<file path="config.mk">
export PLATFORM = sky130hd
export DESIGN_NAME = dma_ctrl
export DESIGN_NICKNAME = d
export VERILOG_FILES = /design/src/hw/dma_ctrl_pkg.sv /design/src/hw/request_sense.sv /design/src/hw/dma_ctrl.sv
export SDC_FILE = /design/constraint.sdc
export NUM_CORES = 1
export LEC_CHECK = 0
export BUFFER_PORTS_ARGS = -buffer_cell sky130_fd_sc_hd__buf_2
export CAP_MARGIN = 20
export CELL_PAD_IN_SITES_DETAIL_PLACEMENT = 0
export CELL_PAD_IN_SITES_GLOBAL_PLACEMENT = 1
export CORE_MARGIN = 5
export CORE_UTILIZATION = 43
export CTS_CLUSTER_DIAMETER = 40
export DETAILED_ROUTE_END_ITERATION = 12
export PLACE_DENSITY_LB_ADDON = 0.2
export SYNTH_ARGS = -nofsm -noshare
export SYNTH_HDL_FRONTEND = slang
export SYNTH_SLANG_ARGS = --single-unit
</file>
<file path="constraint.sdc">
create_clock -name clk_in -period 3.3 [get_ports clk_in]
set_input_delay 0.495 -clock clk_in [delete_from_list [all_inputs] [get_ports clk_in]]
set_output_delay 0.495 -clock clk_in [all_outputs]
set_load 0.02 [all_outputs]
</file>
<file path="src/hw/dma_ctrl_pkg.sv">
package dma_ctrl_pkg;
  localparam int PTR_W = 20;
  localparam int CNT_W = 16;

  // Register offsets on the 8-bit register port
  localparam logic [7:0] ADDR_SRC0 = 8'h20;
  localparam logic [7:0] ADDR_DST0 = 8'h23;
  localparam logic [7:0] ADDR_CNT0 = 8'h26;
  localparam logic [7:0] ADDR_MEM1 = 8'h28;
  localparam logic [7:0] ADDR_IO1 = 8'h2b;
  localparam logic [7:0] ADDR_CNT1 = 8'h2e;
  localparam logic [7:0] ADDR_STATUS = 8'h30;
  localparam logic [7:0] ADDR_MODE = 8'h31;
  localparam logic [7:0] ADDR_WAITCTL = 8'h32;

  // dma_status_enable fields
  localparam int ST_CH1_ENABLE = 7;
  localparam int ST_CH0_ENABLE = 6;
  localparam int ST_CH1_WMASK = 5;
  localparam int ST_CH0_WMASK = 4;
  localparam int ST_CH1_IRQ_EN = 3;
  localparam int ST_CH0_IRQ_EN = 2;
  localparam int ST_MASTER = 0;

  // dma_ch0_mode fields
  localparam int MODE_DEST_LSB = 4;
  localparam int MODE_SRC_LSB = 2;
  localparam int MODE_TIMING = 1;
  localparam logic [7:0] MODE_WRITABLE = 8'h3e;
  localparam logic [7:0] MODE_RESET = 8'h00;

  // dma_wait_control fields
  localparam int WC_SENSE_LSB = 2;
  localparam int WC_CH1_DIR = 1;
  localparam int WC_CH1_DEC = 0;
  localparam logic [7:0] WAITCTL_RESET = 8'hf0;

  // Pointer kind codes
  localparam logic [1:0] KIND_MEM_INC = 2'h0;
  localparam logic [1:0] KIND_MEM_DEC = 2'h1;
  localparam logic [1:0] KIND_MEM_FIX = 2'h2;
  localparam logic [1:0] KIND_IO_FIX = 2'h3;

  typedef enum logic [1:0] {
    PACE_IDLE = 2'b00,
    PACE_MOVE = 2'b01,
    PACE_GIVE = 2'b11
  } pace_t;
endpackage : dma_ctrl_pkg

</file>
<file path="src/hw/request_sense.sv">
`timescale 1ns/10ps
module request_sense (
  input wire logic clk_in,
  input wire logic rst_n_in,
  input wire logic req_pin_in,
  input wire logic edge_mode_in,
  input wire logic taken_in,
  output logic pending_out
);
  logic sync1_q;
  logic sync2_q;
  logic prev_q;
  logic edge_q;
  logic edge_d;
  wire rise = sync2_q & ~prev_q;

  // A new edge wins over the clear from a taken transfer
  assign edge_d = edge_mode_in & (rise | (edge_q & ~taken_in));
  assign pending_out = edge_mode_in ? edge_q : sync2_q;

  always_ff @(posedge clk_in or negedge rst_n_in) begin
    if (!rst_n_in) begin
      sync1_q <= 1'b0;
      sync2_q <= 1'b0;
      prev_q <= 1'b0;
      edge_q <= 1'b0;
    end else begin
      sync1_q <= req_pin_in;
      sync2_q <= sync1_q;
      prev_q <= sync2_q;
      edge_q <= edge_d;
    end
  end
endmodule : request_sense

</file>
<file path="src/hw/dma_ctrl.sv">
// Our own choice: the plain strobed port.
`timescale 1ns/10ps
// Behaviour
// Transfer only with channel and master enable
// Non-maskable interrupt clears master enable
// Writing channel enable one sets master enable
// Master enable read-only, indirect set only
// Destination field steps destination pointer
// Source field steps source pointer alike
// Fixed/IO with fixed/IO pair is reserved
// Fixed memory modes serve memory-mapped IO
// Memory moves ignore channel 0 request
// Timing bit: one burst, zero cycle steal
// Burst holds bus until count zero
// Cycle steal gives bus one cycle back
// IO transfers paced by request only
// Both requests sense by level or edge
// Channel 1 moves memory to/from IO only
// Software clears write mask to change enable
// Count zero clears enable, may interrupt
// Sense bit zero level, one edge
// Pointers and counts hold while suspended
module dma_ctrl (
  input wire logic clk_in,
  input wire logic rst_n_in,
  input wire logic [7:0] addr_in,
  input wire logic [7:0] wdata_in,
  input wire logic wr_in,
  input wire logic rd_in,
  output logic [7:0] rdata_out,
  input wire logic nmi_in,
  input wire logic ch0_request_in,
  input wire logic ch1_request_in,
  output logic irq_out,
  output logic bus_hold_out,
  output logic xfer_valid_out,
  output logic xfer_channel_out,
  output logic [19:0] src_addr_out,
  output logic [19:0] dst_addr_out,
  output logic src_is_io_out,
  output logic dst_is_io_out,
  output logic [7:0] wait_control_out
);
  localparam int PW = dma_ctrl_pkg::PTR_W;
  localparam int CW = dma_ctrl_pkg::CNT_W;

  function automatic logic hit(input logic [7:0] a, input logic [7:0] base,
                               input logic [1:0] n);
    hit = (a >= base) && (a < (base + {6'h00, n}));
  endfunction : hit

  function automatic logic [23:0] put_byte(input logic [23:0] v, input logic [7:0] a,
                                           input logic [7:0] base, input logic [7:0] b);
    logic [7:0] off;
    off = a - base;
    put_byte = v;
    put_byte[off[1:0]*8 +: 8] = b;
  endfunction : put_byte

  function automatic logic [19:0] step(input logic [19:0] p, input logic [1:0] kind);
    case (kind)
      dma_ctrl_pkg::KIND_MEM_INC: step = p + 20'h0_0001;
      dma_ctrl_pkg::KIND_MEM_DEC: step = p - 20'h0_0001;
      default: step = p;
    endcase
  endfunction : step

  logic [PW-1:0] src0_q, dst0_q, mem1_q, io1_q;
  logic [CW-1:0] cnt0_q, cnt1_q;
  logic [PW-1:0] src0_d, dst0_d, mem1_d, io1_d;
  logic [CW-1:0] cnt0_d, cnt1_d;
  logic de0_q, de1_q, ch0_irq_enable_q, die1_q, dme_q;
  logic de0_d, de1_d, dme_d;
  logic [7:0] mode_q, waitctl_q, rdata_q;
  dma_ctrl_pkg::pace_t pace_q, pace_d;
  logic req0, req1;

  // Register port decode
  wire wr_status = wr_in && addr_in == dma_ctrl_pkg::ADDR_STATUS;
  wire wr_mode = wr_in && addr_in == dma_ctrl_pkg::ADDR_MODE;
  wire wr_wait = wr_in && addr_in == dma_ctrl_pkg::ADDR_WAITCTL;
  wire wr_src0 = wr_in && hit(addr_in, dma_ctrl_pkg::ADDR_SRC0, 2'd3);
  wire wr_dst0 = wr_in && hit(addr_in, dma_ctrl_pkg::ADDR_DST0, 2'd3);
  wire wr_cnt0 = wr_in && hit(addr_in, dma_ctrl_pkg::ADDR_CNT0, 2'd2);
  wire wr_mem1 = wr_in && hit(addr_in, dma_ctrl_pkg::ADDR_MEM1, 2'd3);
  wire wr_io1 = wr_in && hit(addr_in, dma_ctrl_pkg::ADDR_IO1, 2'd2);
  wire wr_cnt1 = wr_in && hit(addr_in, dma_ctrl_pkg::ADDR_CNT1, 2'd2);
  // Channel enable bits only take a write with their write mask written low
  wire set0 = wr_status && !wdata_in[dma_ctrl_pkg::ST_CH0_WMASK];
  wire set1 = wr_status && !wdata_in[dma_ctrl_pkg::ST_CH1_WMASK];
  wire dme_set = (set0 && wdata_in[dma_ctrl_pkg::ST_CH0_ENABLE]) ||
                 (set1 && wdata_in[dma_ctrl_pkg::ST_CH1_ENABLE]);

  // Channel 0 mode decode
  wire [1:0] dkind = mode_q[dma_ctrl_pkg::MODE_DEST_LSB +: 2];
  wire [1:0] skind = mode_q[dma_ctrl_pkg::MODE_SRC_LSB +: 2];
  wire burst = mode_q[dma_ctrl_pkg::MODE_TIMING];
  wire d_io = dkind == dma_ctrl_pkg::KIND_IO_FIX;
  wire s_io = skind == dma_ctrl_pkg::KIND_IO_FIX;
  wire ch0_io = d_io || s_io;
  // Reserved pairs never start rather than guess a pointer rule
  wire ch0_reserved = dkind[1] && skind[1];
  wire ch0_ready = de0_q && dme_q && cnt0_q != '0 && !ch0_reserved;
  // Memory moves self-pace; IO moves wait for their request
  wire ch0_go = ch0_ready && (ch0_io ? req0 : pace_q != dma_ctrl_pkg::PACE_GIVE);
  wire ch0_last = cnt0_q == 16'h0001;
  wire ch1_ready = de1_q && dme_q && cnt1_q != '0;
  wire ch1_go = ch1_ready && req1 && !ch0_go;
  wire ch1_last = cnt1_q == 16'h0001;
  wire ch1_to_mem = waitctl_q[dma_ctrl_pkg::WC_CH1_DIR];
  wire [1:0] mkind = {1'b0, waitctl_q[dma_ctrl_pkg::WC_CH1_DEC]};

  // Pacing of memory-to-memory moves
  always_comb begin
    if (!ch0_ready || ch0_io) begin
      pace_d = dma_ctrl_pkg::PACE_IDLE;
    end else if (ch0_go && ch0_last) begin
      pace_d = dma_ctrl_pkg::PACE_IDLE;
    end else begin
      case (pace_q)
        dma_ctrl_pkg::PACE_IDLE: pace_d = burst ? dma_ctrl_pkg::PACE_MOVE :
                                               dma_ctrl_pkg::PACE_GIVE;
        dma_ctrl_pkg::PACE_MOVE: pace_d = burst ? dma_ctrl_pkg::PACE_MOVE :
                                               dma_ctrl_pkg::PACE_GIVE;
        dma_ctrl_pkg::PACE_GIVE: pace_d = dma_ctrl_pkg::PACE_MOVE;
        default: pace_d = dma_ctrl_pkg::PACE_IDLE;
      endcase
    end
  end

  // Pointer and count updates; nothing moves unless a transfer goes
  assign src0_d = wr_src0 ? PW'(put_byte({4'h0, src0_q}, addr_in, dma_ctrl_pkg::ADDR_SRC0,
                                         wdata_in)) :
                  ch0_go ? step(src0_q, skind) : src0_q;
  assign dst0_d = wr_dst0 ? PW'(put_byte({4'h0, dst0_q}, addr_in, dma_ctrl_pkg::ADDR_DST0,
                                         wdata_in)) :
                  ch0_go ? step(dst0_q, dkind) : dst0_q;
  assign cnt0_d = wr_cnt0 ? CW'(put_byte({8'h00, cnt0_q}, addr_in, dma_ctrl_pkg::ADDR_CNT0,
                                         wdata_in)) :
                  ch0_go ? cnt0_q - 16'h0001 : cnt0_q;
  assign mem1_d = wr_mem1 ? PW'(put_byte({4'h0, mem1_q}, addr_in, dma_ctrl_pkg::ADDR_MEM1,
                                         wdata_in)) :
                  ch1_go ? step(mem1_q, mkind) : mem1_q;
  assign io1_d = wr_io1 ? PW'(put_byte({4'h0, io1_q}, addr_in, dma_ctrl_pkg::ADDR_IO1,
                                       wdata_in)) : io1_q;
  assign cnt1_d = wr_cnt1 ? CW'(put_byte({8'h00, cnt1_q}, addr_in, dma_ctrl_pkg::ADDR_CNT1,
                                         wdata_in)) :
                  ch1_go ? cnt1_q - 16'h0001 : cnt1_q;

  // Software writes win over termination in the same cycle
  assign de0_d = set0 ? wdata_in[dma_ctrl_pkg::ST_CH0_ENABLE] :
                 (ch0_go && ch0_last) ? 1'b0 : de0_q;
  assign de1_d = set1 ? wdata_in[dma_ctrl_pkg::ST_CH1_ENABLE] :
                 (ch1_go && ch1_last) ? 1'b0 : de1_q;
  // NMI wins so a handler never sees DMA running
  assign dme_d = nmi_in ? 1'b0 : dme_set ? 1'b1 : dme_q;

  wire [7:0] status_rd = {de1_q, de0_q, 2'b11, die1_q, ch0_irq_enable_q, 1'b0, dme_q};
  wire [7:0] rd_mux =
    addr_in == dma_ctrl_pkg::ADDR_STATUS ? status_rd :
    addr_in == dma_ctrl_pkg::ADDR_MODE ? (mode_q & dma_ctrl_pkg::MODE_WRITABLE) :
    addr_in == dma_ctrl_pkg::ADDR_WAITCTL ? waitctl_q :
    addr_in == 8'h20 ? src0_q[7:0] : addr_in == 8'h21 ? src0_q[15:8] :
    addr_in == 8'h22 ? {4'h0, src0_q[19:16]} :
    addr_in == 8'h23 ? dst0_q[7:0] : addr_in == 8'h24 ? dst0_q[15:8] :
    addr_in == 8'h25 ? {4'h0, dst0_q[19:16]} :
    addr_in == 8'h26 ? cnt0_q[7:0] : addr_in == 8'h27 ? cnt0_q[15:8] :
    addr_in == 8'h28 ? mem1_q[7:0] : addr_in == 8'h29 ? mem1_q[15:8] :
    addr_in == 8'h2a ? {4'h0, mem1_q[19:16]} :
    addr_in == 8'h2b ? io1_q[7:0] : addr_in == 8'h2c ? io1_q[15:8] :
    addr_in == 8'h2e ? cnt1_q[7:0] : addr_in == 8'h2f ? cnt1_q[15:8] : 8'h00;

  genvar g;
  generate
    for (g = 0; g < 2; g++) begin : g_sense
      logic pend;
      request_sense u_sense (
        .clk_in(clk_in),
        .rst_n_in(rst_n_in),
        .req_pin_in(g == 0 ? ch0_request_in : ch1_request_in),
        .edge_mode_in(waitctl_q[dma_ctrl_pkg::WC_SENSE_LSB + g]),
        .taken_in(g == 0 ? (ch0_go && ch0_io) : ch1_go),
        .pending_out(pend)
      );
    end
  endgenerate
  assign req0 = g_sense[0].pend;
  assign req1 = g_sense[1].pend;

  always_ff @(posedge clk_in or negedge rst_n_in) begin
    if (!rst_n_in) begin
      src0_q <= '0;
      dst0_q <= '0;
      cnt0_q <= '0;
      mem1_q <= '0;
      io1_q <= '0;
      cnt1_q <= '0;
      pace_q <= dma_ctrl_pkg::PACE_IDLE;
    end else begin
      src0_q <= src0_d;
      dst0_q <= dst0_d;
      cnt0_q <= cnt0_d;
      mem1_q <= mem1_d;
      io1_q <= io1_d;
      cnt1_q <= cnt1_d;
      pace_q <= pace_d;
    end
  end

  always_ff @(posedge clk_in or negedge rst_n_in) begin
    if (!rst_n_in) begin
      de0_q <= 1'b0;
      de1_q <= 1'b0;
      ch0_irq_enable_q <= 1'b0;
      die1_q <= 1'b0;
      dme_q <= 1'b0;
      mode_q <= dma_ctrl_pkg::MODE_RESET;
      waitctl_q <= dma_ctrl_pkg::WAITCTL_RESET;
      rdata_q <= 8'h00;
    end else begin
      de0_q <= de0_d;
      de1_q <= de1_d;
      dme_q <= dme_d;
      if (wr_status) begin
        ch0_irq_enable_q <= wdata_in[dma_ctrl_pkg::ST_CH0_IRQ_EN];
        die1_q <= wdata_in[dma_ctrl_pkg::ST_CH1_IRQ_EN];
      end
      if (wr_mode) begin
        mode_q <= wdata_in & dma_ctrl_pkg::MODE_WRITABLE;
      end
      if (wr_wait) begin
        waitctl_q <= wdata_in;
      end
      rdata_q <= rd_in ? rd_mux : 8'h00;
    end
  end

  // Transfer presentation, one byte per cycle
  always_ff @(posedge clk_in or negedge rst_n_in) begin
    if (!rst_n_in) begin
      xfer_valid_out <= 1'b0;
      xfer_channel_out <= 1'b0;
      src_addr_out <= '0;
      dst_addr_out <= '0;
      src_is_io_out <= 1'b0;
      dst_is_io_out <= 1'b0;
    end else begin
      xfer_valid_out <= ch0_go || ch1_go;
      xfer_channel_out <= ch1_go;
      src_addr_out <= ch0_go ? src0_q : ch1_to_mem ? io1_q : mem1_q;
      dst_addr_out <= ch0_go ? dst0_q : ch1_to_mem ? mem1_q : io1_q;
      src_is_io_out <= ch0_go ? s_io : ch1_to_mem;
      dst_is_io_out <= ch0_go ? d_io : !ch1_to_mem;
    end
  end

  assign bus_hold_out = xfer_valid_out;
  assign rdata_out = rdata_q;
  assign wait_control_out = waitctl_q;
  assign irq_out = (!de0_q && ch0_irq_enable_q) || (!de1_q && die1_q);
endmodule : dma_ctrl

</file>
Word-level counts from Yosys, hierarchy flattened. Cells that the tools add are included.

Flip-flop bits (word level): 192. Input bits: 23. Output and inout port bits: 62.

Add/subtract/negate cells: 20. Magnitude comparators: 12. Equality and inequality tests: 27. Shifts and indexed selects: 12. Multiplexer cells: 57. Bitwise logic cells: 12. Reduce and logical (&&, ||, !) cells: 67.

Operators by type and width (number): $neg A5 Y34 (6); $shift A8 B34 Y24 const A (6); $shiftx A8 B34 Y24 (6); $mux W20 (10); $mux W8 (19); $bwmux W24 (6); $eq A8 B6 Y1 const B (18); $pmux W20 S2 (3); $mux W16 (4); $add A20 B1 Y20 const B (3); $sub A20 B1 Y20 const B (3); $ge A8 B6 Y1 const B (6); $lt A8 B6 Y1 const B (6); $logic_and A1 B1 Y1 (33); $eq A16 B1 Y1 const B (2); $reduce_bool A16 Y1 (2); $sub A16 B1 Y16 const B (2); $reduce_bool A2 Y1 (8); $mux W1 (11); $reduce_bool A3 Y1 (3); $logic_not A1 Y1 (8); $logic_not A2 Y1 (4); $sub A2 B2 Y2 const B (4); $and A1 B1 Y1 (6); 11 further kinds (28).

Logic depth before layout (Yosys ltp). Gate-level depths: netlist of run 1.

Depth after elaboration: 20. Mapped depth: 13. Depth with buffers taken out: 11.

Modules after synthesis. Synthesis of run 1 repeated with hierarchy kept, for this count alone.

Cell total of the unflattened synthesis: 1551. Area, all modules: 13063.8 um^2.

Modules (own cells, without submodules): dma_ctrl (instances 1, cells an instance 1535, area each 12786.0 um^2, seq. area each 4609.4 um^2); request_sense (instances 2, cells an instance 8, area each 138.9 um^2, seq. area each 100.1 um^2).

Worst setup path before layout of run 1. OpenSTA, ideal clock, no wires.

Path type: register to register. From: register mode_q[3]. To: register src0_q[14]. Library setup time: 0.126 ns. Arrival: 3.063 ns. Data required time: 3.174 ns. Path slack: 0.111 ns. Cell stages (with the launch flop): 13. Period minus slack after synthesis: 3.189 ns. Path through: dfrtp_1 -> nand2b_1 -> clkbuf_1 -> inv_1 -> ha_1 -> nor2b_1 -> o31a_1 -> o31ai_1 -> a21oi_1 -> o31a_1 -> or3_1 -> a31oi_1 -> a21oi_1.

Cells in the longest elaborated chain, start to end: 6.

Ends and longest elaborated chain: start: declaration (line dma_ctrl.sv:74) `logic [7:0] mode_q, waitctl_q, rdata_q;`; start signal: assignment (line dma_ctrl.sv:217) `mode_q <= dma_ctrl_pkg::MODE_RESET;`; start signal: assignment (line dma_ctrl.sv:229) `mode_q <= wdata_in & dma_ctrl_pkg::MODE_WRITABLE;`; $eq A2 B2 Y1 or $logic_and A1 B1 Y1 (tied branches) (line dma_ctrl.sv:99, dma_ctrl.sv:102); $logic_or A1 B1 Y1 or $logic_not A1 Y1 (tied branches) (line dma_ctrl.sv:100, dma_ctrl.sv:103); $mux W1 or $logic_and A1 B1 Y1 (tied branches) (line dma_ctrl.sv:105, dma_ctrl.sv:103); $logic_and A1 B1 Y1 (line dma_ctrl.sv:105) `wire ch0_go = ch0_ready && (ch0_io ? req0 : pace_q != dma_ctrl_pkg::PACE_GIVE);`; $reduce_bool A2 Y1 (no line); $reduce_and A2 Y1 (no line); end signal: assignment (line dma_ctrl.sv:200) `src0_q <= src0_d;`; end: declaration (line dma_ctrl.sv:68) `logic [PW-1:0] src0_q, dst0_q, mem1_q, io1_q;`.

Parallel ways exist; a longest one is shown, timed or not. The select of a mux whose other input is x is not followed. A chain may end at the register's enable or synchronous reset.

Worst setup path after layout of run 1.
From: register mode_q[5]. To: register dst0_q[18].

Cells in the longest elaborated chain, start to end: 6.

Ends and longest elaborated chain: $eq A2 B2 Y1 or $logic_and A1 B1 Y1 (tied branches) (line dma_ctrl.sv:98, dma_ctrl.sv:102); $logic_or A1 B1 Y1 or $logic_not A1 Y1 (tied branches) (line dma_ctrl.sv:100, dma_ctrl.sv:103); $mux W1 or $logic_and A1 B1 Y1 (tied branches) (line dma_ctrl.sv:105, dma_ctrl.sv:103); $logic_and A1 B1 Y1 (line dma_ctrl.sv:105); $reduce_bool A2 Y1 (no line); $reduce_and A2 Y1 (no line); end signal: assignment (line dma_ctrl.sv:201) `dst0_q <= dst0_d;`; end: declaration (line dma_ctrl.sv:68).

Parallel ways exist; a longest one is shown, timed or not. The select of a mux whose other input is x is not followed.

==> results, run 1 <==
- After synthesis, the mean cell area works out to 8.36 µm².
- The count of state elements after synthesis is 192.
- The tree is rooted in a clkbuf_16.
- On the critical path, the stage with the largest delay is an instance of o41ai_1.
- The total clock buffers created by CTS is 17.
- The Yosys step of the flow raised 0 warnings.
- The number of cells on the worst reg-to-reg path is 11.
- The clock reaches the later pin of the worst-skew pair after ~0.47 ns.
- The post-detailed-placement half-perimeter wirelength is 41300 µm.
- Walking the worst path, the cells encountered are nand2b_1, inv_1, ha_1, nor2b_1, o2111ai_1, a31oi_1, o211ai_1, a21boi_1, o41ai_1, mux2i_1, nor3_1.
- The H-tree was split into 4 levels.
- The sequential cell area fraction in the yosys report is 36.2%.
- The most instantiated flip-flop cell in the synthesis netlist is dfrtp_1.
- After clock tree synthesis, the clock-pin slew on the worst setup and hold paths is 0.07 ns.
- Counting instances in the post-synthesis netlist gives the leading cell types as dfrtp_1, nor2_1, a21oi_1, nand2_1, o21ai_0.
- The number of buffers and inverters on the critical path is 1.
- For this design, the sink count on the clock tree is 192.
- In this run the critical register-to-register path is captured at dst0_q[18].
- Dividing total power by cell area gives a power density of 377 nW/µm².
- After layout, the worst path uses 94.3% of the clock period.
- Routability-driven placement finished with a final weighted congestion of 1.03.
- The via count of the first global-routing pass was 12600.
- The switching power summed over all nets is 1.73 mW.
- After global routing the overflow that remains totals 0.
- The most frequent cell after synthesis is dfrtp_1.
- The number of nets handed over by synthesis was 1682.
- The number of placement rows is 64.
- The biggest cell delay along the critical path is 0.39 ns.
- The setup violation total in the final timing report is 0.
- In this run the critical register-to-register path is launched from mode_q[5].
- The critical path class is flip-flop to flip-flop.
- The wire length per cell after detailed routing is 25.5 µm.
- The worst pin sits at a relative slew slack of 50.1%.
- For flop-to-flop paths, the worst setup slack is 0.19 ns.
- Internal power comes to 4.03 mW.
- Detailed routing inserted a total of 13100 vias.
- The clock tree from TritonCTS is done.
- The share of total power dissipated in combinational logic is around 16%.
- The number of ports placed on the die boundary is 85.
- The starting density of the core is 43.5%.
- At the pin with the least slew margin, the transition time is ~0.75 ns.
- The share of total power consumed by net switching is 30.1%.
- The DRC violation count after routing is 0.
- The power share of the clock group is 39.9%.
- The final critical-path setup slack is 0.187 ns.
- Static timing analysis puts the maximum clock frequency at 0.321 GHz.
- The count of buffers added on input and output ports is 84.
- The clock skew is 0.0131 ns.
- For this block, the initial DRC count from the detailed router was 1305.
- The hold violation count in the final report is 0.
- The max-slew violation total from the final report is 0.
- Dividing the detail-routed via count by the number of cells gives 6.21.
- The growth of design area from synthesis to finish is 14.9%.
- After synthesis, the share of flip-flops with an asynchronous set or reset is 100%.
- Setup repair after global routing left no endpoint under its margin.
- The critical path required time is 3.65 ns.
- The routed design could run at a clock period as short as 3.11 ns.
- The number of antenna violations at the first check in global routing is 1.
- The standard cell core area is 30600 µm².
- The post-route netlist has about 16% of its cells at a drive strength greater than 1.
- Across the VDD grid, the largest voltage drop is approximately 0.36 mV.
- The startpoint type of the worst setup path is a flip-flop.
- The tool flagged a number of max-cap violations equal to 0.
- The sum of negative setup slack is 0 ns.
- Summed over all instances, the cell type with the most area after synthesis is dfrtp_1.
- The post-placement worst setup slack is between 0.2 and 0.25 ns.
- The wire length of the first global-routing pass is 80800 µm.
- The final net count is 1797.
- The length of the first detailed-routing pass in iterations is 5.
- The signal arrival time at the worst endpoint is 3.46 ns.
- The combined global-route utilization of all metal layers is 31.6%.
- Total power for the finished layout comes to approximately 5.8 mW.
- The class of the worst hold path is input port to async pin.
- The maximum fanout encountered on the critical timing path is 10.
- The total wirelength of the detailed-routed design is 54000 µm.
- The number of buffers on the longest clock path is 2.
- The antenna diode count is 0.
- Counting every instance in the synthesized netlist gives 1590.
- Fill cells in the final layout number 3011.
- The family of cells with the greatest summed delay on the critical path is compound AO/OA/AOI/OAI gates.
- In this run, post-CTS hold repair placed 0 buffers.
- The critical path endpoint category is a flip-flop.
- The number of flops mapped to enable cells by yosys is 0.
- The full die area is 34500 µm².
- The cell area that synthesis handed to floorplanning was 13300 µm².
- The maximum number of pins on one net before global-route repair is 72.
- The number of nets still failing antenna checks after routing is 0.
- The area share of the largest cell type after synthesis is 35.4%.
- The register share of total power is 43.8%.
- For this design the static power due to leakage is 6.80 nW.
- The die boundary width is 186 µm.
- The die height is 186 µm.
- The synthesized netlist contains 83 unique library cells.
- The flow ran to the end, and the final reports show no timing, DRC or antenna violations.
- Ranked by total cell area, the synthesized netlist is headed by dfrtp_1, a21oi_1, ha_1, nor2_1, nand2_1.
## kinds of logic after synthesis
logic type,count (synthesis),synth area share [%]
xor gates and xnor gates,37,2.44
adders and majority gates,69,6.66
muxes,71,5.59
DFF,192,36.2
and+or+nand+nor,545,19.3
AOI/OAI and AO/OA,540,25.6
buffers and inverters,136,4.22
## what timing repair did
action                                 CTS  global route
resized for setup                        0             2
buffers inserted                         0             0
endpoints found under the hold margin    0             0
setup endpoints to repair                0             2
## how the worst max path moves through the flow
| stage | slack, ns | startpoint | endpoint | cells past startpoint |
|---|---|---|---|---|
| after floorplan | 0.11 | mode_q[3] | src0_q[14] | 12 |
| after global placement | 0.32 | mode_q[5] | dst0_q[18] | 11 |
| after detailed placement | 0.24 | addr_in[0] | rdata_out[3] | 11 |
| after CTS | 0.19 | mode_q[5] | dst0_q[18] | 11 |
| after global routing | 0.02 | mode_q[5] | dst0_q[18] | 11 |
| final | 0.19 | mode_q[5] | dst0_q[18] | 11 |
## registers in the layout, indices dropped and copies added (netlist names), 5 cells and up
| name | count |
|---|---|
| io1_q | 20 |
| mem1_q | 20 |
| cnt1_q | 16 |
| cnt0_q | 16 |
| dst_addr_out | 20 |
| rdata_out | 8 |
| wait_control_out | 8 |
| mode_q | 5 |
| src0_q | 20 |
| src_addr_out | 20 |
| dst0_q | 20 |
## layout by cell type, fill, tap and decap left out, types with 18 or more instances in the layout
master and count:
mux2_2 24, a21o_1 24, a21oi_1 171, a31oi_1 37, nor3_1 39, a211oi_1 20, ha_1 66, xnor2_1 24
buf_2 83, mux2i_1 45, buf_4 98, nand2_1 148, o21ai_1 18, nor2b_1 22, nor2_1 182, dfrtp_1 187
nand3_1 53, and3_1 20, o21ai_0 103, inv_1 44
## layout make-up
| cell class | count | area, µm² | area share (%) |
|---|---|---|---|
| sequential | 192 | 4810 | 31.5 |
| clock buffer | 20 | 457 | 2.99 |
| inverter | 47 | 176 | 1.15 |
| clock inverter | 12 | 173 | 1.13 |
| multi-input combinational | 1262 | 7940 | 52.0 |
| timing repair buffer | 185 | 1220 | 8.02 |
| tap | 396 | 495 | 3.24 |
## power groups by stage
| stage | registers (mW) | clock network [mW] | logic [mW] |
|---|---|---|---|
| CTS | 2.52 | 2.34 | 0.929 |
| global route | 2.52 | 2.43 | 1.02 |
| finish | 2.52 | 2.30 | 0.940 |
| global placement | 2.56 | 0 | 0.917 |
| detailed placement | 2.56 | 0 | 0.923 |
| floorplan | 2.54 | 0 | 0.563 |
## metal layers
metal  up-vias  track usage (%)  share of wire (%)
met4         0             14.1                4.7
met2       568             49.9                 46
met3       112             5.34                7.2
met5         -                0                  0
li1       6062                -                  -
met1      6382             42.8                 42
## metrics by stage
stage | hold WS [ns] | instance area [µm²] | cells | util, %
5_1_grt | 0.0723 | 15300 | 2114 | 49.9
2_1_floorplan | 0.199 | 13300 | 1590 | -
6_report | 0.0352 | 15300 | 2114 | 49.9
3_5_place_dp | 0.338 | 14600 | 2082 | 47.8
4_1_cts | 0.0576 | 15300 | 2114 | 49.9
3_3_place_gp | 0.332 | 14600 | 2082 | 47.8
(Power assumes the default switching activity.)
==> run 2, diff against run 1 <==
==> constraint.sdc (replaced) <==
create_clock -name clk_in -period 3.3 [get_ports clk_in]
set_input_delay 0.495 -clock clk_in [delete_from_list [all_inputs] [get_ports clk_in]]
set_output_delay 0.495 -clock clk_in [all_outputs]
set_load 0.05 [all_outputs]
==> run 2 against run 1 <==
Effect of this change:
- via count is 0.32% lower
- sequential share of layout area is 0.21 points higher
- utilization is 0.31 points lower
- clock power is 8% lower
- design area is 0.63% lower
- sequential cell count stayed put
- critical path depth is 2 lower
- maximum frequency is 0.38% lower
- clock skew hardly changed
- first-iteration DRC count is 13% lower
- hold slack better by 0.031 ns
- wire length is 2.5% lower
- critical path type unchanged
- largest cell class unchanged
- highest routed layer unchanged
==> results, run 2 (synthesized netlist as in run 1, its figures left out) <==
- The flow ran to the end, and the final reports show no timing, DRC or antenna violations.
- Clock tree synthesis inserted a total of 17 buffers.
- Counting stages on the worst path, the most repeated cell is nand2_1.
- The sum of negative setup slack is 0 ns.
- The register share of total power is 44.7%.
- STA classifies the critical path startpoint as a flip-flop.
- The growth of design area from synthesis to finish is 14.2%.
- The final instance count without filler cells is 2103.
- 85 I/O pins were placed.
- The top cell types in the final layout, fill and taps aside, are dfrtp_1, nor2_1, a21oi_1.
- The buffer type at the clock tree root is clkbuf_16.
- Entering global routing, the biggest net connects 76 pins.
- The die height is 186 µm.
- In the routed design, unresolved DRC markers number 0.
- The number of H-tree levels is 4.
- The number of placed cells counting well taps is 2068.
- The sum of buffers and inverters on the critical path is 1.
- The total placed instance area is around 15000 µm².
- The floorplan step defined a die boundary enclosing 34500 µm².
- The number of antenna violations at the first check in global routing is 2.
- On the final layout, the worst hold slack is 0.0658 ns.
- The number of sinks handled by clock tree synthesis is 192.
- The number of nets still failing antenna checks after routing is 0.
- The final layout contains 1785 nets.
- Timing would allow up to 0.320 GHz.
- The number of hold-repair buffers added at the cts stage is 0.
- Clock-pin slew was measured on the worst setup and hold paths at 0.08 ns.
- The die is 186 µm wide.
- TritonCTS built the clock tree.
- For this block, the initial DRC count from the detailed router was 1139.
- The critical path goes through nor4_1, nand4_1, o31ai_1, nand2b_2, inv_2, nand2_1, nand2_1, o21ai_0, a31oi_1.
- Data on the critical path is required at its endpoint by roughly 3.6 ns.
- STA puts the critical path data arrival time at ~3.5 ns.
- The total number of vias is 13100.
- For the pin with the worst max-slew slack, the measured transition is around 0.81 ns.
- The biggest cell delay along the critical path is 0.48 ns.
- For this block, the routed nets add up to 52600 µm of wire.
- STA classifies the critical path endpoint as a flip-flop.
- The via count of the first global-routing pass came to 12400.
- Cells fill 49.6% of the core in the end.
- The max-slew violation total from the final report is 0.
- The class of the worst hold path is input port to async pin.
- The layout cell share with drive strength beyond 1 is about 15%.
- Setup repair after global routing left no endpoint under its margin.
- The standard cell core area is 30600 µm².
- The remaining max-slew budget at the tightest pin is 45.4%.
- On the critical path, the stage with the largest delay is an instance of dfrtp_1.
- The total power is approximately 5.6 mW.
- The minimum clock period after layout is 3.13 ns.
- After detailed routing, the average wire length per cell comes to about 25 µm.
- The final critical-path setup slack is 0.175 ns.
- The combinational share of power is 17.8%.
- The clock latency at the later pin of the worst-skew pair is between 0.4 and 0.5 ns.
- The number of placement rows is 64.
- On the final layout, the worst clock skew is 0.0136 ns.
- The cell family contributing the most delay on the critical path is simple AND/OR/NAND/NOR gates.
- The power share of the clock group is between 30% and 40%.
- The first detailed-routing pass ran for 7 iterations.
- The starting density of the core is 43.5%.
- The leftover overflow at the end of global routing is 0.
- The number of violations of the max-capacitance limit is 0.
- In this run the power spent charging and discharging nets is ~1.8 mW.
- Power spread over the standard cell area amounts to roughly 370 nW/µm².
- Routability-driven placement finished with a final weighted congestion of 1.08.
- Detailed placement ended at an HPWL of roughly 40000 µm.
- After layout, the worst path uses 94.7% of the clock period.
- Setup violations remaining at the end of the flow were counted as 0.
- In this run the static leakage power is between 6 and 7 nW.
- With fillers left out, the area of the finished cells amounts to 15200 µm².
- The maximum resistive drop on vdd is between 0.3 and 0.4 mV.
- The mean number of vias per cell is 6.22.
- Leaving out fill and tap cells, the most frequent cell in the layout is dfrtp_1.
- The internal power summed over all cells is about 3.8 mW.
- The post-placement worst setup slack is 0.134 ns.
- Of the total power, the share spent switching nets is 32.8%.
- Global routing used 30.6% of the available tracks across all layers.
- The first global-routing pass estimated 78700 µm of wire.
- The number of port buffers is 84.
- The number of buffers on the longest clock path is 2.
- The hold violation count in the final report was 0.
- The critical path class is flip-flop to flip-flop.
- The maximum fanout encountered on the critical timing path is 13.
## run 2: cell types whose count changed in the layout (fill, tap and decap cells not counted), sizes merged, moves of 2 or more
cell    delta
clkbuf     -2
clkinv     +3
bufinv     -3
buf       -12
## run 2: path summary, 6_finish.rpt
kind                                            startpoint                    endpoint  slack [ns]  depth (start not counted)
worst min-delay path                              rst_n_in                   dst0_q[5]        0.07                          1
min in group clk_in                         ch1_request_in  g_sense[1].u_sense.sync1_q        0.13                          1
worst max-delay path                             cnt1_q[5]                   mem1_q[0]        0.17                          9
max in group asynchronous                         rst_n_in         wait_control_out[5]        2.43                          2
worst max register to register                   cnt1_q[5]                   mem1_q[0]        0.17                          9
worst min register to register  g_sense[0].u_sense.sync1_q  g_sense[0].u_sense.sync2_q        0.35                          0
## run 2: repair_timing
action | CTS | global route
endpoints found under the setup margin | 0 | 7
gates resized for setup | 0 | 4
setup buffers | 0 | 2
## run 2: cell type report
class / count / area [µm²]
multi-input combinational: 1262 / 7950
fill: 2982 / 15400
antenna: 1 / 2.50
clock buffer: 18 / 429
timing repair buffer: 173 / 1170
sequential: 192 / 4810
clock inverter: 14 / 148
inverter: 47 / 176
tap: 396 / 495
## run 2: worst reg2reg max path, cell delays in order, from the launching register on
cell      delay, ns
dfrtp_1        0.48
nor4_1         0.44
nand4_1        0.33
o31ai_1        0.43
nand2b_2       0.37
inv_2          0.06
nand2_1        0.21
nand2_1        0.35
o21ai_0        0.27
a31oi_1        0.06
## run 2: layer usage
metal / vias to the layer above / wire (µm) / GRT usage [%]
met5: - / 0 / 0
met4: 0 / 2310 / 13.2
met3: 94 / 3560 / 5.26
met2: 478 / 23800 / 47.2
met1: 6466 / 23000 / 42.5
li1: 6044 / - / -
## run 2: power by group through the flow
stage	clock network, mW	registers, mW	logic (mW)
final	2.11	2.52	1.00
after global routing	2.25	2.52	1.09
after CTS	2.15	2.51	0.989
after detailed placement	0	2.56	0.980
after global placement	0	2.56	0.973
after floorplan	0	2.59	0.568
